[config.mk]
export PLATFORM = sky130hd
export DESIGN_NAME = ccr_top
export DESIGN_NICKNAME = d
export VERILOG_FILES = /design/src/shared/ccr_pkg.sv /design/src/hw/ccr_sync.sv /design/src/hw/ccr_tick_div.sv /design/src/hw/ccr_top.sv
export SDC_FILE = /design/constraint.sdc
export NUM_CORES = 1
export LEC_CHECK = 0
export BUFFER_PORTS_ARGS = -buffer_cell sky130_fd_sc_hd__buf_4
export CORE_MARGIN = 10
export CORE_UTILIZATION = 30
export CTS_CLUSTER_DIAMETER = 100
export DETAILED_ROUTE_END_ITERATION = 10
export PLACE_DENSITY = 0.56
export REMOVE_ABC_BUFFERS = 1
export SLEW_MARGIN = 5
export SYNTH_ARGS = -nofsm -noshare
export SYNTH_HDL_FRONTEND = slang
export SYNTH_SLANG_ARGS = --single-unit
[constraint.sdc]
create_clock -name i_clk -period 3.1 [get_ports i_clk]
set_input_delay 0 -clock i_clk [delete_from_list [all_inputs] [get_ports i_clk]]
set_output_delay 0 -clock i_clk [all_outputs]
set_load 0.01 [all_outputs]
[src/shared/ccr_pkg.sv]
// Constants, register map and bus carrier types for the clock and reset control block
package ccr_pkg;

  // Avalon-MM request bundle driven by the bus master
  typedef struct packed {
    logic        read;
    logic        write;
    logic [25:0] address;
    logic [3:0]  byteenable;
    logic [31:0] writedata;
  } ccr_avs_req_t;

  // Register indexes; byte address is four times the index
  localparam logic [23:0] CCR_IDX_CTRL       = 24'hff_fc40;
  localparam logic [23:0] CCR_IDX_FAST_PRESC = 24'hff_fc42;
  localparam logic [23:0] CCR_IDX_SLOW_PRESC = 24'hff_fc44;
  localparam logic [23:0] CCR_IDX_AUX_PRESC  = 24'hff_fc46;

  // Control register field positions
  localparam int unsigned CCR_BIT_SLOW_SEL = 0;
  localparam int unsigned CCR_BIT_FAST_SEL = 1;
  localparam int unsigned CCR_BIT_PLL_PWD  = 2;
  localparam int unsigned CCR_BIT_AUX1_EN  = 3;
  localparam int unsigned CCR_BIT_AUX2_EN  = 4;
  localparam int unsigned CCR_BIT_POR      = 5;

  // Prescaler field positions
  localparam int unsigned CCR_SYSDIV_LSB  = 0;
  localparam int unsigned CCR_SYSDIV_MSB  = 3;
  localparam int unsigned CCR_MODE_LSB    = 4;
  localparam int unsigned CCR_MODE_MSB    = 6;
  localparam int unsigned CCR_AUX1DIV_LSB = 0;
  localparam int unsigned CCR_AUX1DIV_MSB = 3;
  localparam int unsigned CCR_AUX2DIV_LSB = 4;
  localparam int unsigned CCR_AUX2DIV_MSB = 7;

  // Values after reset
  localparam logic       CCR_RST_SLOW_SEL   = 1'b0;
  localparam logic       CCR_RST_FAST_SEL   = 1'b1;
  localparam logic       CCR_RST_PLL_PWD    = 1'b1;
  localparam logic       CCR_RST_AUX_EN     = 1'b0;
  localparam logic       CCR_RST_POR        = 1'b1;
  localparam logic [7:0] CCR_RST_FAST_PRESC = 8'h4f;
  localparam logic [7:0] CCR_RST_SLOW_PRESC = 8'hb6;
  localparam logic [7:0] CCR_RST_AUX_PRESC  = 8'hff;
  localparam logic [13:0] CCR_POR_PRESET    = 14'h3fff;
  localparam logic [13:0] CCR_STABLE_PRESET = 14'h3fff;

  // PLL multiplication codes
  localparam logic [2:0] CCR_MODE_X3 = 3'b011;
  localparam logic [2:0] CCR_MODE_X4 = 3'b100;
  localparam logic [2:0] CCR_MODE_X5 = 3'b101;

  // Clock rates in MHz and PLL model accumulator wrap
  localparam int unsigned CCR_CLK_MHZ  = 250;
  localparam int unsigned CCR_MAIN_MHZ = 12;
  localparam logic [8:0]  CCR_ACC_WRAP = 9'h0fa;

  // PLL settling time, least time rounded up to cycles
  localparam int unsigned CCR_PLL_LOCK_NS  = 10000;
  localparam int unsigned CCR_PLL_LOCK_CYC = (CCR_PLL_LOCK_NS * CCR_CLK_MHZ + 999) / 1000;
  localparam logic [11:0] CCR_PLL_LOCK_MAX = 12'(CCR_PLL_LOCK_CYC - 1);

endpackage

[src/hw/ccr_sync.sv]
// Two-flop synchroniser for asynchronous pin inputs
`timescale 1ns/1ps
`default_nettype none
module ccr_sync #(
  parameter int unsigned W = 4
) (
  input  wire logic         i_clk,
  input  wire logic         i_rst_n,
  input  wire logic [W-1:0] i_d,
  output var  logic [W-1:0] o_q
);

  logic [W-1:0] meta_r;

  always_ff @(posedge i_clk) begin
    if (!i_rst_n) begin
      meta_r <= '0;
      o_q    <= '0;
    end else begin
      meta_r <= i_d;
      o_q    <= meta_r;
    end
  end

endmodule
`default_nettype wire

[src/hw/ccr_tick_div.sv]
// Programmable divider of a tick stream, emits one tick per (div + 1) source ticks
`timescale 1ns/1ps
`default_nettype none
module ccr_tick_div (
  input  wire logic       i_clk,
  input  wire logic       i_rst_n,
  input  wire logic       i_run,
  input  wire logic       i_src_tick,
  input  wire logic [8:0] i_div,
  output var  logic       o_tick
);

  logic [8:0] cnt_r;
  logic [8:0] cnt_nxt;
  wire        last = (cnt_r >= i_div);

  assign cnt_nxt = !i_run ? 9'h000 : !i_src_tick ? cnt_r : last ? 9'h000 : cnt_r + 9'h001;

  always_ff @(posedge i_clk) begin
    if (!i_rst_n) begin
      cnt_r  <= 9'h000;
      o_tick <= 1'b0;
    end else begin
      cnt_r  <= cnt_nxt;
      o_tick <= i_run & i_src_tick & last;
    end
  end

endmodule
`default_nettype wire

[src/hw/ccr_top.sv]
// Clock and reset control: PLL model, system, slow and auxiliary dividers, resets, registers
//
// Chosen here: register access over Avalon-MM.
`timescale 1ns/1ps
`default_nettype none
module ccr_top
  import ccr_pkg::*;
#(
  parameter logic [13:0] P_POR_PRESET    = CCR_POR_PRESET,
  parameter logic [13:0] P_STABLE_PRESET = CCR_STABLE_PRESET
) (
  input  wire logic         i_clk,
  input  wire logic         i_rst_n,
  input  wire ccr_avs_req_t i_avs_req,
  output var  logic         o_avs_waitrequest,
  output var  logic [31:0]  o_avs_readdata,
  input  wire logic         i_main_clk,
  input  wire logic         i_osc32k,
  input  wire logic         i_main_osc_stop,
  input  wire logic         i_ext_reset_n,
  output var  logic         o_sys_rst_n,
  output var  logic         o_main_stable,
  output var  logic         o_pll_locked,
  output var  logic         o_pll_tick,
  output var  logic         o_sys_tick,
  output var  logic         o_slow_tick,
  output var  logic         o_aux1_tick,
  output var  logic         o_aux2_tick,
  output var  logic         o_sys_on_pll
);

  // Index match on a word address
  function automatic logic ccr_hit(input logic [25:0] addr, input logic [23:0] idx);
    ccr_hit = (addr[25:2] == idx) && (addr[1:0] == 2'b00);
  endfunction

  // Pin synchronisers
  logic [3:0] pin_s;
  ccr_sync #(
    .W (4)
  ) u_sync (
    .i_clk   (i_clk),
    .i_rst_n (i_rst_n),
    .i_d     ({i_main_clk, i_osc32k, i_main_osc_stop, i_ext_reset_n}),
    .o_q     (pin_s)
  );

  wire main_s     = pin_s[3];
  wire osc32_s    = pin_s[2];
  wire osc_stop_s = pin_s[1];
  wire ext_rst_s  = pin_s[0];

  // Registers
  logic        main_d_r;
  logic        osc32_d_r;
  logic        wait_r;
  logic        slow_sel_r;
  logic        fast_sel_r;
  logic        pll_pwd_r;
  logic        aux1_en_r;
  logic        aux2_en_r;
  logic        por_flag_r;
  logic [7:0]  fast_presc_r;
  logic [7:0]  slow_presc_r;
  logic [7:0]  aux_presc_r;
  logic [13:0] por_cnt_r;
  logic [13:0] stable_cnt_r;
  logic [8:0]  pll_acc_r;
  logic [11:0] lock_cnt_r;
  logic [2:0]  mode_seen_r;
  logic        sel_pll_r;

  // Edge detection on synchronised clock pins
  wire main_tick  = main_s & ~main_d_r;
  wire osc32_tick = osc32_s & ~osc32_d_r;

  // Bus decode
  wire        req_any  = i_avs_req.read | i_avs_req.write;
  wire        wr_acc   = i_avs_req.write & ~wait_r & i_avs_req.byteenable[0];
  wire [7:0]  wd       = i_avs_req.writedata[7:0];
  wire        hit_ctrl = ccr_hit(i_avs_req.address, CCR_IDX_CTRL);
  wire        hit_fast = ccr_hit(i_avs_req.address, CCR_IDX_FAST_PRESC);
  wire        hit_slow = ccr_hit(i_avs_req.address, CCR_IDX_SLOW_PRESC);
  wire        hit_aux  = ccr_hit(i_avs_req.address, CCR_IDX_AUX_PRESC);
  wire        wr_ctrl  = wr_acc & hit_ctrl;
  wire        wr_fast  = wr_acc & hit_fast;
  wire        wr_slow  = wr_acc & hit_slow;
  wire        wr_aux   = wr_acc & hit_aux;

  // PLL model
  wire [2:0] pll_mode   = fast_presc_r[CCR_MODE_MSB:CCR_MODE_LSB];
  wire       mode_ok    = (pll_mode == CCR_MODE_X3) || (pll_mode == CCR_MODE_X4) ||
                          (pll_mode == CCR_MODE_X5);
  wire       pll_run    = ~pll_pwd_r & o_main_stable & mode_ok;
  wire [8:0] pll_step   = 9'(pll_mode * CCR_MAIN_MHZ);
  wire [8:0] pll_sum    = pll_acc_r + pll_step;
  wire       pll_wrap   = (pll_sum >= CCR_ACC_WRAP);
  wire [8:0] pll_acc_nxt = !pll_run ? 9'h000 : pll_wrap ? pll_sum - CCR_ACC_WRAP : pll_sum;
  wire       lock_done  = (lock_cnt_r == CCR_PLL_LOCK_MAX);
  wire       lock_clr   = !pll_run || (pll_mode != mode_seen_r);
  wire [11:0] lock_nxt  = lock_clr ? 12'h000 : lock_done ? lock_cnt_r : lock_cnt_r + 12'h001;

  // Control field next values
  wire fast_clr_ok  = ~pll_pwd_r & o_pll_locked;
  wire fast_sel_nxt = !wr_ctrl ? fast_sel_r :
                      wd[CCR_BIT_FAST_SEL] ? 1'b1 :
                      fast_clr_ok ? 1'b0 : fast_sel_r;
  wire pll_pwd_nxt  = !wr_ctrl ? pll_pwd_r :
                      !wd[CCR_BIT_PLL_PWD] ? 1'b0 :
                      fast_sel_r ? 1'b1 : pll_pwd_r;
  wire por_flag_nxt = (wr_ctrl && !wd[CCR_BIT_POR]) ? 1'b0 : por_flag_r;

  // Counters
  wire [13:0] por_cnt_nxt    = (main_tick && por_cnt_r != 14'h0000) ?
                               por_cnt_r - 14'h0001 : por_cnt_r;
  wire [13:0] stable_cnt_nxt = osc_stop_s ? P_STABLE_PRESET :
                               (main_tick && stable_cnt_r != 14'h0000) ?
                               stable_cnt_r - 14'h0001 : stable_cnt_r;

  // Clock source selection
  wire       sys_src      = sel_pll_r ? o_pll_tick : main_tick;
  wire [8:0] sys_div      = {5'h00, fast_presc_r[CCR_SYSDIV_MSB:CCR_SYSDIV_LSB]};
  wire       sel_pll_nxt  = (o_sys_tick || !o_main_stable) ? ~fast_sel_r : sel_pll_r;
  wire       slow_src     = slow_sel_r ? osc32_tick : main_tick;
  wire [8:0] slow_div     = slow_sel_r ? 9'h000 : {slow_presc_r, 1'b1};
  wire [8:0] aux1_div     = {5'h00, aux_presc_r[CCR_AUX1DIV_MSB:CCR_AUX1DIV_LSB]};
  wire [8:0] aux2_div     = {5'h00, aux_presc_r[CCR_AUX2DIV_MSB:CCR_AUX2DIV_LSB]};
  wire       aux1_run     = aux1_en_r & o_main_stable;
  wire       aux2_run     = aux2_en_r & o_main_stable;

  // Read data
  wire [7:0] ctrl_rd = {2'b00, por_flag_r, aux2_en_r, aux1_en_r, pll_pwd_r, fast_sel_r,
                        slow_sel_r};
  wire [7:0] rd_byte = hit_ctrl ? ctrl_rd :
                       hit_fast ? fast_presc_r :
                       hit_slow ? slow_presc_r :
                       hit_aux  ? aux_presc_r : 8'h00;

  // Bus handshake: one wait cycle per request
  always_ff @(posedge i_clk) begin
    if (!i_rst_n) begin
      wait_r            <= 1'b1;
      o_avs_waitrequest <= 1'b1;
      o_avs_readdata    <= 32'h0000_0000;
    end else begin
      wait_r            <= ~(req_any & wait_r);
      o_avs_waitrequest <= ~(req_any & wait_r);
      if (i_avs_req.read && wait_r) begin
        o_avs_readdata <= {24'h00_0000, rd_byte};
      end
    end
  end

  // Control register
  always_ff @(posedge i_clk) begin
    if (!i_rst_n) begin
      slow_sel_r <= CCR_RST_SLOW_SEL;
      fast_sel_r <= CCR_RST_FAST_SEL;
      pll_pwd_r  <= CCR_RST_PLL_PWD;
      aux1_en_r  <= CCR_RST_AUX_EN;
      aux2_en_r  <= CCR_RST_AUX_EN;
      por_flag_r <= CCR_RST_POR;
    end else begin
      fast_sel_r <= fast_sel_nxt;
      pll_pwd_r  <= pll_pwd_nxt;
      por_flag_r <= por_flag_nxt;
      if (wr_ctrl) begin
        slow_sel_r <= wd[CCR_BIT_SLOW_SEL];
        aux1_en_r  <= wd[CCR_BIT_AUX1_EN];
        aux2_en_r  <= wd[CCR_BIT_AUX2_EN];
      end
    end
  end

  // Prescaler registers
  always_ff @(posedge i_clk) begin
    if (!i_rst_n) begin
      fast_presc_r <= CCR_RST_FAST_PRESC;
      slow_presc_r <= CCR_RST_SLOW_PRESC;
      aux_presc_r  <= CCR_RST_AUX_PRESC;
    end else begin
      if (wr_fast) begin
        fast_presc_r <= {1'b0, wd[6:0]};
      end
      if (wr_slow) begin
        slow_presc_r <= wd;
      end
      if (wr_aux) begin
        aux_presc_r <= wd;
      end
    end
  end

  // Edge detectors and counters
  always_ff @(posedge i_clk) begin
    if (!i_rst_n) begin
      main_d_r     <= 1'b0;
      osc32_d_r    <= 1'b0;
      por_cnt_r    <= P_POR_PRESET;
      stable_cnt_r <= P_STABLE_PRESET;
    end else begin
      main_d_r     <= main_s;
      osc32_d_r    <= osc32_s;
      por_cnt_r    <= por_cnt_nxt;
      stable_cnt_r <= stable_cnt_nxt;
    end
  end

  // PLL tick generator and settling counter
  always_ff @(posedge i_clk) begin
    if (!i_rst_n) begin
      pll_acc_r    <= 9'h000;
      lock_cnt_r   <= 12'h000;
      mode_seen_r  <= CCR_MODE_X4;
      o_pll_tick   <= 1'b0;
      o_pll_locked <= 1'b0;
    end else begin
      pll_acc_r    <= pll_acc_nxt;
      lock_cnt_r   <= lock_nxt;
      mode_seen_r  <= pll_mode;
      o_pll_tick   <= pll_run & pll_wrap;
      o_pll_locked <= ~lock_clr & lock_done;
    end
  end

  // Reset and status outputs
  always_ff @(posedge i_clk) begin
    if (!i_rst_n) begin
      o_sys_rst_n   <= 1'b0;
      o_main_stable <= 1'b0;
      sel_pll_r     <= 1'b0;
      o_sys_on_pll  <= 1'b0;
    end else begin
      o_sys_rst_n   <= (por_cnt_r == 14'h0000) & ext_rst_s;
      o_main_stable <= (stable_cnt_r == 14'h0000) & ~osc_stop_s;
      sel_pll_r     <= sel_pll_nxt;
      o_sys_on_pll  <= sel_pll_nxt;
    end
  end

  // System clock divider
  ccr_tick_div u_sys_div (
    .i_clk      (i_clk),
    .i_rst_n    (i_rst_n),
    .i_run      (1'b1),
    .i_src_tick (sys_src),
    .i_div      (sys_div),
    .o_tick     (o_sys_tick)
  );

  // Slow clock divider
  ccr_tick_div u_slow_div (
    .i_clk      (i_clk),
    .i_rst_n    (i_rst_n),
    .i_run      (1'b1),
    .i_src_tick (slow_src),
    .i_div      (slow_div),
    .o_tick     (o_slow_tick)
  );

  // Auxiliary clock dividers
  ccr_tick_div u_aux1_div (
    .i_clk      (i_clk),
    .i_rst_n    (i_rst_n),
    .i_run      (aux1_run),
    .i_src_tick (main_tick),
    .i_div      (aux1_div),
    .o_tick     (o_aux1_tick)
  );

  ccr_tick_div u_aux2_div (
    .i_clk      (i_clk),
    .i_rst_n    (i_rst_n),
    .i_run      (aux2_run),
    .i_src_tick (main_tick),
    .i_div      (aux2_div),
    .o_tick     (o_aux2_tick)
  );

endmodule
`default_nettype wire

==> results.ini, run 1 <==
[finish]
design_area_um2 = 8780
drive_above_1_share_pct = 14.9
multiInputGateArea_um2 = 3980
nets = 1017
syn_to_final_growth_pct = 23.4
final_common_cell = dfxtp_1
regArea_um2 = 2880
nFillCells = 2391
layout_common_cells = dfxtp_1, nand2_1, nor2_1

[grt]
grt_max_degree = 47
grt_pass1_vias = 5491
antenna_found_initial = 1
grt_use_total_pct = 11.2
grt_pass1_wl_um = 28100
overflow = 0

[pwr]
swShare_pct = 21.0
vdd_drop_max_mv = 0.331
power_leakage_nw = 3.56
combPwrFrac_pct = 4.3
p_int_mw = 3.34
power_density_nw_per_um2 = 482
seq_power_share_pct = 44.3
clock_power_share_pct = 51.4
power.switching_mw = 0.889

[worst_setup_path]
cp-start-kind = flop
cp_max_fo = 4
arrival_ns = 3.25
rrSetupSlack_ns = 0.15
critPathKind = reg -> reg
worstPathRequired_ns = 3.40
worstSetupEndpointType = flop

[timing]
clock.fmax_mhz = 339
finalSetupViolations = 0
fin_tns_setup_ns = 0
finalHoldViolations = 0
timing.slew.headroom_pct = 41.8
rsz0062_at_grt = no
period_share_pct = 95.3
period_needed_ns = 2.95
tightest_slew_ns = 0.869
slew_violations = 0
fin_skew_ns = 0.00735

[routing]
finalWirelength_um = 16900
via_per_inst = 4.62
first_pass_iters = 5
drc = 0
wl_per_cell_um = 13.7
drtAntennaViolNets = 0
route.vias.total = 5713
drtIter0Drc = 288

[synth]
async_flop_share_pct = 0
yosysSeqAreaShare_pct = 40.5
syn_avg_cell_area_um2 = 8.74
synth_top_cell_by_area = dfxtp_1
synthFlopType = dfxtp_1
postSynthCellCount = 814
yosysWarnings = 0
synth_edf_count = 0
synth_cell_types = 71
ys_ff_latch = 144
synth_top_area_share_pct = 40.5
synthTopCellsByArea = dfxtp_1, ha_1, nand2_1, nor2_1, xnor2_1
synth.cell_area_um2 = 7120

[floorplan]
die_y_um = 174
boundaryPins = 112
die_w_um = 174
start_util_pct = 30.4
std_cell_rows = 56
core-area_um2 = 23400
die_area_um2 = 30300

[clocking]
numCtsBuffers = 17
insertion_delay_ns = 0.42
htreeDepth = 4
clockBufferDepth = 2
clk_pin_slew_ns = 0.06
cts_root_buf = clkbuf_16
cts_tree = done
cts.sinks = 144

[placed_design]
gp_congestion = 0.788
placedInstanceArea_um2 = 7920
port-buffer-count = 60
hpwl_um = 12300

[job]
drv_cap = 0

[min_path]
hold_class = in -> reg

[status]
run_status = complete, no violations

[repair_timing]
| item | in CTS | in global routing |
|---|---|---|
| gates resized for setup | 1 | 10 |
| endpoints found under the hold margin | 48 | 0 |
| pin swaps | 0 | 3 |
| setup buffers | 0 | 1 |
| setup endpoints to repair | 1 | 4 |
| hold buffers | 17 | 0 |
[layout make-up]
| type | instances | area share, % |
|---|---|---|
| Clock inverter | 11 | 1.84 |
| Antenna cell | 1 | 0.0285 |
| Timing Repair Buffer | 96 | 8.69 |
| Multi-Input combinational cell | 614 | 45.4 |
| Clock buffer | 20 | 5.31 |
| Inverter | 32 | 1.37 |
| Tap cell | 319 | 4.55 |
| Sequential cell | 144 | 32.8 |
[final timing paths]
check,start,end,cells after the start
hold reg to reg,u_sync.o_q[0],o_sys_rst_n,2
setup / recovery,fast_presc_r[5],pll_acc_r[5],11
setup reg to reg,fast_presc_r[5],pll_acc_r[5],11
hold / removal,i_avs_req[39],o_avs_readdata[2],5
[through the flow]
| step | util [%] | setup slack [ns] | total power, mW | hold slack, ns | cells |
|---|---|---|---|---|---|
| after CTS | 37.3 | 0.0801 | 4.29 | 0.0579 | 1235 |
| final | 37.5 | 0.146 | 4.23 | 0.0794 | 1237 |
| after detailed placement | 33.8 | 0.0156 | 2.08 | 0.211 | 1187 |
| after floorplan | - | 0.00595 | 1.98 | 0.0619 | 790 |
| after global routing | 37.5 | 0.0192 | 4.39 | 0.102 | 1237 |
| after global placement | 33.8 | 0.0557 | 2.08 | 0.211 | 1187 |
[registers in the layout (all words and copies together), names as in the netlist, 3 cells and up]
signal	cells
por_cnt_r	14
stable_cnt_r	14
lock_cnt_r	12
u_aux1_div.cnt_r	9
u_aux2_div.cnt_r	9
u_slow_div.cnt_r	9
u_sys_div.cnt_r	9
aux_presc_r	8
o_avs_readdata	8
pll_acc_r	8
slow_presc_r	8
fast_presc_r	7
u_sync.meta_r	4
u_sync.o_q	4
mode_seen_r	3
[synthesized netlist by cell type (6+ instances only)]
cell type,number
or3_1,10
xor2_1,32
inv_1,30
and2_1,14
dfxtp_1,144
nor2_1,80
nand4_1,13
or4_1,10
xnor2_1,32
nand2b_1,12
nor4_1,12
o21ai_0,25
and3_1,9
a21o_1,11
a22oi_1,6
nor3_1,18
clkbuf_1,17
mux2i_1,15
o211ai_1,17
nand2_1,112
a32oi_1,7
a21oi_1,17
buf_4,24
nand3_1,29
ha_1,40
[power by group through the flow]
stage / combinational (mW) / sequential, mW / clock (mW)
after CTS: 0.181 / 1.87 / 2.24
final: 0.180 / 1.88 / 2.18
after floorplan: 0.0704 / 1.91 / 0
after global placement: 0.162 / 1.92 / 0
after global routing: 0.201 / 1.88 / 2.31
after detailed placement: 0.163 / 1.92 / 0
[cell families after synthesis]
group | Yosys count | share of synthesized area [%]
other cells | 1 | 0.0527
mux | 16 | 2.27
xor+xnor | 64 | 7.87
simple gates | 349 | 24.5
fa+ha+maj | 42 | 7.59
compound gates | 119 | 11.7
flops | 144 | 40.5
buf+inv | 79 | 5.48
[critical path, stage by stage, from the launching register on]
cell     delay, ns
dfxtp_2       0.33
ha_1          0.20
fa_1          0.38
xor2_1        0.15
ha_1          0.35
o21ai_2       0.09
or4b_2        0.62
nand3_2       0.11
buf_4         0.12
a32oi_2       0.11
o31ai_1       0.27
a21oi_1       0.09
[routing by layer]
metal / up-vias / wire length, µm / global-route usage (%)
met5: - / 0 / 0
met4: 0 / 183 / 4.17
met3: 10 / 710 / 2.93
met2: 83 / 7780 / 17.6
met1: 2630 / 8260 / 14.6
li1: 2990 / - / -
(Power assumes the default switching activity.)
==> run 2: changes to the inputs <==
==> constraint.sdc (replaced) <==
create_clock -name i_clk -period 3.1 [get_ports i_clk]
set_input_delay 0.465 -clock i_clk [delete_from_list [all_inputs] [get_ports i_clk]]
set_output_delay 0.465 -clock i_clk [all_outputs]
set_load 0.01 [all_outputs]
==> run 2 against run 1 <==
Compared with the run above: core utilization is 0.57 points lower; register-to-register slack hardly changed; via count stayed put; clock-buffer cell count is 2 higher; global-route usage is 0.094 points higher; clock skew is 0.0042 ns higher; critical endpoint is now pll_acc_r[7].
==> results.ini, run 2 (synthesis results as in run 1) <==
[placed_design]
hpwl_um = 12500  ; +1.4%
placedInstanceArea_um2 = 7970  ; +0.66%
gp_congestion = 0.758  ; -3.8%
port-buffer-count = 60  ; unchanged

[min_path]
hold_class = in -> reg
whs_path_depth = 2  ; -3

[floorplan]
die_w_um = 174  ; unchanged
die_y_um = 174  ; unchanged
std_cell_rows = 56  ; unchanged
start_util_pct = 30.4  ; unchanged
core-area_um2 = 23400  ; unchanged
boundaryPins = 112  ; unchanged
die_area_um2 = 30300  ; unchanged

[worst_setup_path]
cp_slowest_cell = fa_1
cp_max_fo = 4  ; unchanged
r2r-end = pll_acc_r[7]
crit_path_cell_trace = buf_4 -> inv_1 -> ha_1 -> inv_1 -> fa_1 -> xnor2_2 -> nand2b_1 -> or3_4 -> or3_1 -> or3_1 -> a21oi_1
startpoint = fast_presc_r[5]
critPathTopFamily = simple AND/OR/NAND/NOR gates
reg2regPathDepth = 11  ; unchanged
crit_end = pll_acc_r[7]
reg2reg_from = fast_presc_r[5]
cp-start-kind = flop
worstSetupEndpointType = flop
rrSetupSlack_ns = 0.15  ; about the same
worst-path-buf-inv = 3  ; +2
critPathMaxStageDelay_ns = 0.45  ; -0.17 ns
critPathKind = reg -> reg
cp_num_cells = 11  ; unchanged
arrival_ns = 3.31  ; +0.06 ns
worstPathRequired_ns = 3.46  ; +0.06 ns

[timing]
period_share_pct = 95.2  ; -0.098 points
period_needed_ns = 2.95  ; -0.00302 ns
clock.fmax_mhz = 339  ; +0.10%
slew_violations = 0  ; unchanged
fin_skew_ns = 0.0115  ; +0.00415 ns
finalSetupViolations = 0  ; unchanged
fin_tns_setup_ns = 0  ; unchanged
timing.slew.headroom_pct = 46.9  ; +5.1 points
tightest_slew_ns = 0.776  ; -0.0932 ns
hold_ws_ns = 0.252  ; +0.172 ns
finalHoldViolations = 0  ; unchanged

[pwr]
swShare_pct = 21.1  ; +0.070 points
clock_power_share_pct = 51.7  ; +0.3 points
combPwrFrac_pct = 3.9  ; -0.4 points
power_leakage_nw = 3.48  ; -2.2%
vdd_drop_max_mv = 0.371  ; +12%
p_int_mw = 3.34  ; -0.19%
power_density_nw_per_um2 = 489  ; +1.4%
power.switching_mw = 0.891  ; +0.24%
p_total_mw = 4.23  ; about the same
seq_power_share_pct = 44.3  ; about the same

[finish]
regArea_um2 = 2880  ; unchanged
antenna_cells = 0  ; -1
nFillCells = 2453  ; +2.6%
biggestRegsByFlops = por_cnt_r x14, stable_cnt_r x14, lock_cnt_r x12
layout_common_cells = dfxtp_1, nand2_1, buf_4
nets = 1007  ; -0.98%
final_common_cell = dfxtp_1
syn_to_final_growth_pct = 21.5
drive_above_1_share_pct = 15.4  ; +0.48 points
design_area_um2 = 8650  ; -1.5%
multiInputGateArea_um2 = 3970  ; -0.44%

[clocking]
cts.sinks = 144  ; unchanged
cts_root_buf = clkbuf_16
htreeDepth = 4  ; unchanged
clk_pin_slew_ns = 0.06  ; about the same
hold_buffers = 0  ; -17
numCtsBuffers = 17  ; unchanged
insertion_delay_ns = 0.43  ; about the same
cts_tree = done
clockBufferDepth = 2  ; unchanged

[routing]
drc = 0  ; unchanged
first_pass_iters = 4  ; -1
drtIter0Drc = 291  ; +1.0%
wl_per_cell_um = 13.8  ; +0.48%
finalWirelength_um = 16900  ; -0.33%
via_per_inst = 4.66  ; +0.81%
drtAntennaViolNets = 0  ; unchanged
route.vias.total = 5713  ; unchanged

[grt]
overflow = 0  ; unchanged
grt_max_degree = 35  ; -26%
grt_pass1_wl_um = 28200  ; +0.37%
grt_use_total_pct = 11.3  ; +0.094 points
grt_pass1_vias = 5598  ; +1.9%
antenna_found_initial = 0  ; -1

[status]
run_status = complete, no violations

[job]
drv_cap = 0  ; unchanged

## run 2: cell types whose count changed in the layout (fill, tap and decap cells not counted), moves of 2 or more
cell           previous run  this run
buf_4                    79        86
clkbuf_1                  0         2
clkinv_2                  5         3
clkinvlp_4                1         3
dlygate4sd3_1            17         0
## run 2: worst reg2reg max path, delay by kind of cell (launching register included)
family	cells	cell delay, ns
buffers and inverters	3	0.28
XOR/XNOR	1	0.22
AND/OR/NAND/NOR	4	1.16
flip-flops	1	0.35
adder cells (fa/ha/maj)	2	0.75
AO/OA/AOI/OAI	1	0.12
## run 2: stage by stage
stage | worst slack, ns | cells | util (%)
floorplan | 0.00595 | 790 | -
global placement | 0.0636 | 1194 | 34.1
detailed placement | 0.0490 | 1194 | 34.1
CTS | 0.0255 | 1226 | 36.8
global route | -0.0000338 | 1227 | 36.9
finish | 0.149 | 1227 | 36.9
## run 2: layout make-up
type | count | area share [%]
Clock inverter | 10 | 1.82
Timing Repair Buffer | 86 | 7.47
Inverter | 32 | 1.39
Multi-Input combinational cell | 614 | 45.9
Clock buffer | 22 | 5.48
Tap cell | 319 | 4.62
Sequential cell | 144 | 33.4
## run 2: routing by layer
layer  vias up  part of all wire [%]  global-route usage (%)
met4         0                   1.8                    4.56
li1       2965                     -                       -
met1      2634                    49                    14.4
met3        19                   4.8                    3.21
met5         -                     0                       0
met2        95                    44                    17.7
## run 2: repair_timing
item                       CTS  global route
setup endpoints to repair    0             5
buffers inserted             0             1
resized for setup            0             7
## run 2: worst min-delay path by stage
stage	slack [ns]	endpoint	startpoint
after floorplan	0.40	o_sys_rst_n	u_sync.o_q[0]
after global placement	0.40	o_sys_rst_n	u_sync.o_q[0]
after detailed placement	0.40	o_sys_rst_n	u_sync.o_q[0]
after CTS	0.23	u_sync.meta_r[0]	i_ext_reset_n
after global routing	0.24	u_sync.meta_r[3]	i_main_clk
final	0.25	u_sync.meta_r[0]	i_ext_reset_n
## run 2: power groups by stage
stage          registers [mW]  clock network, mW  logic [mW]
2_1_floorplan            1.91                  0      0.0704
3_3_place_gp             1.92                  0       0.164
3_5_place_dp             1.92                  0       0.167
4_1_cts                  1.87               2.24       0.167
5_1_grt                  1.88               2.31       0.186
6_report                 1.88               2.19       0.166
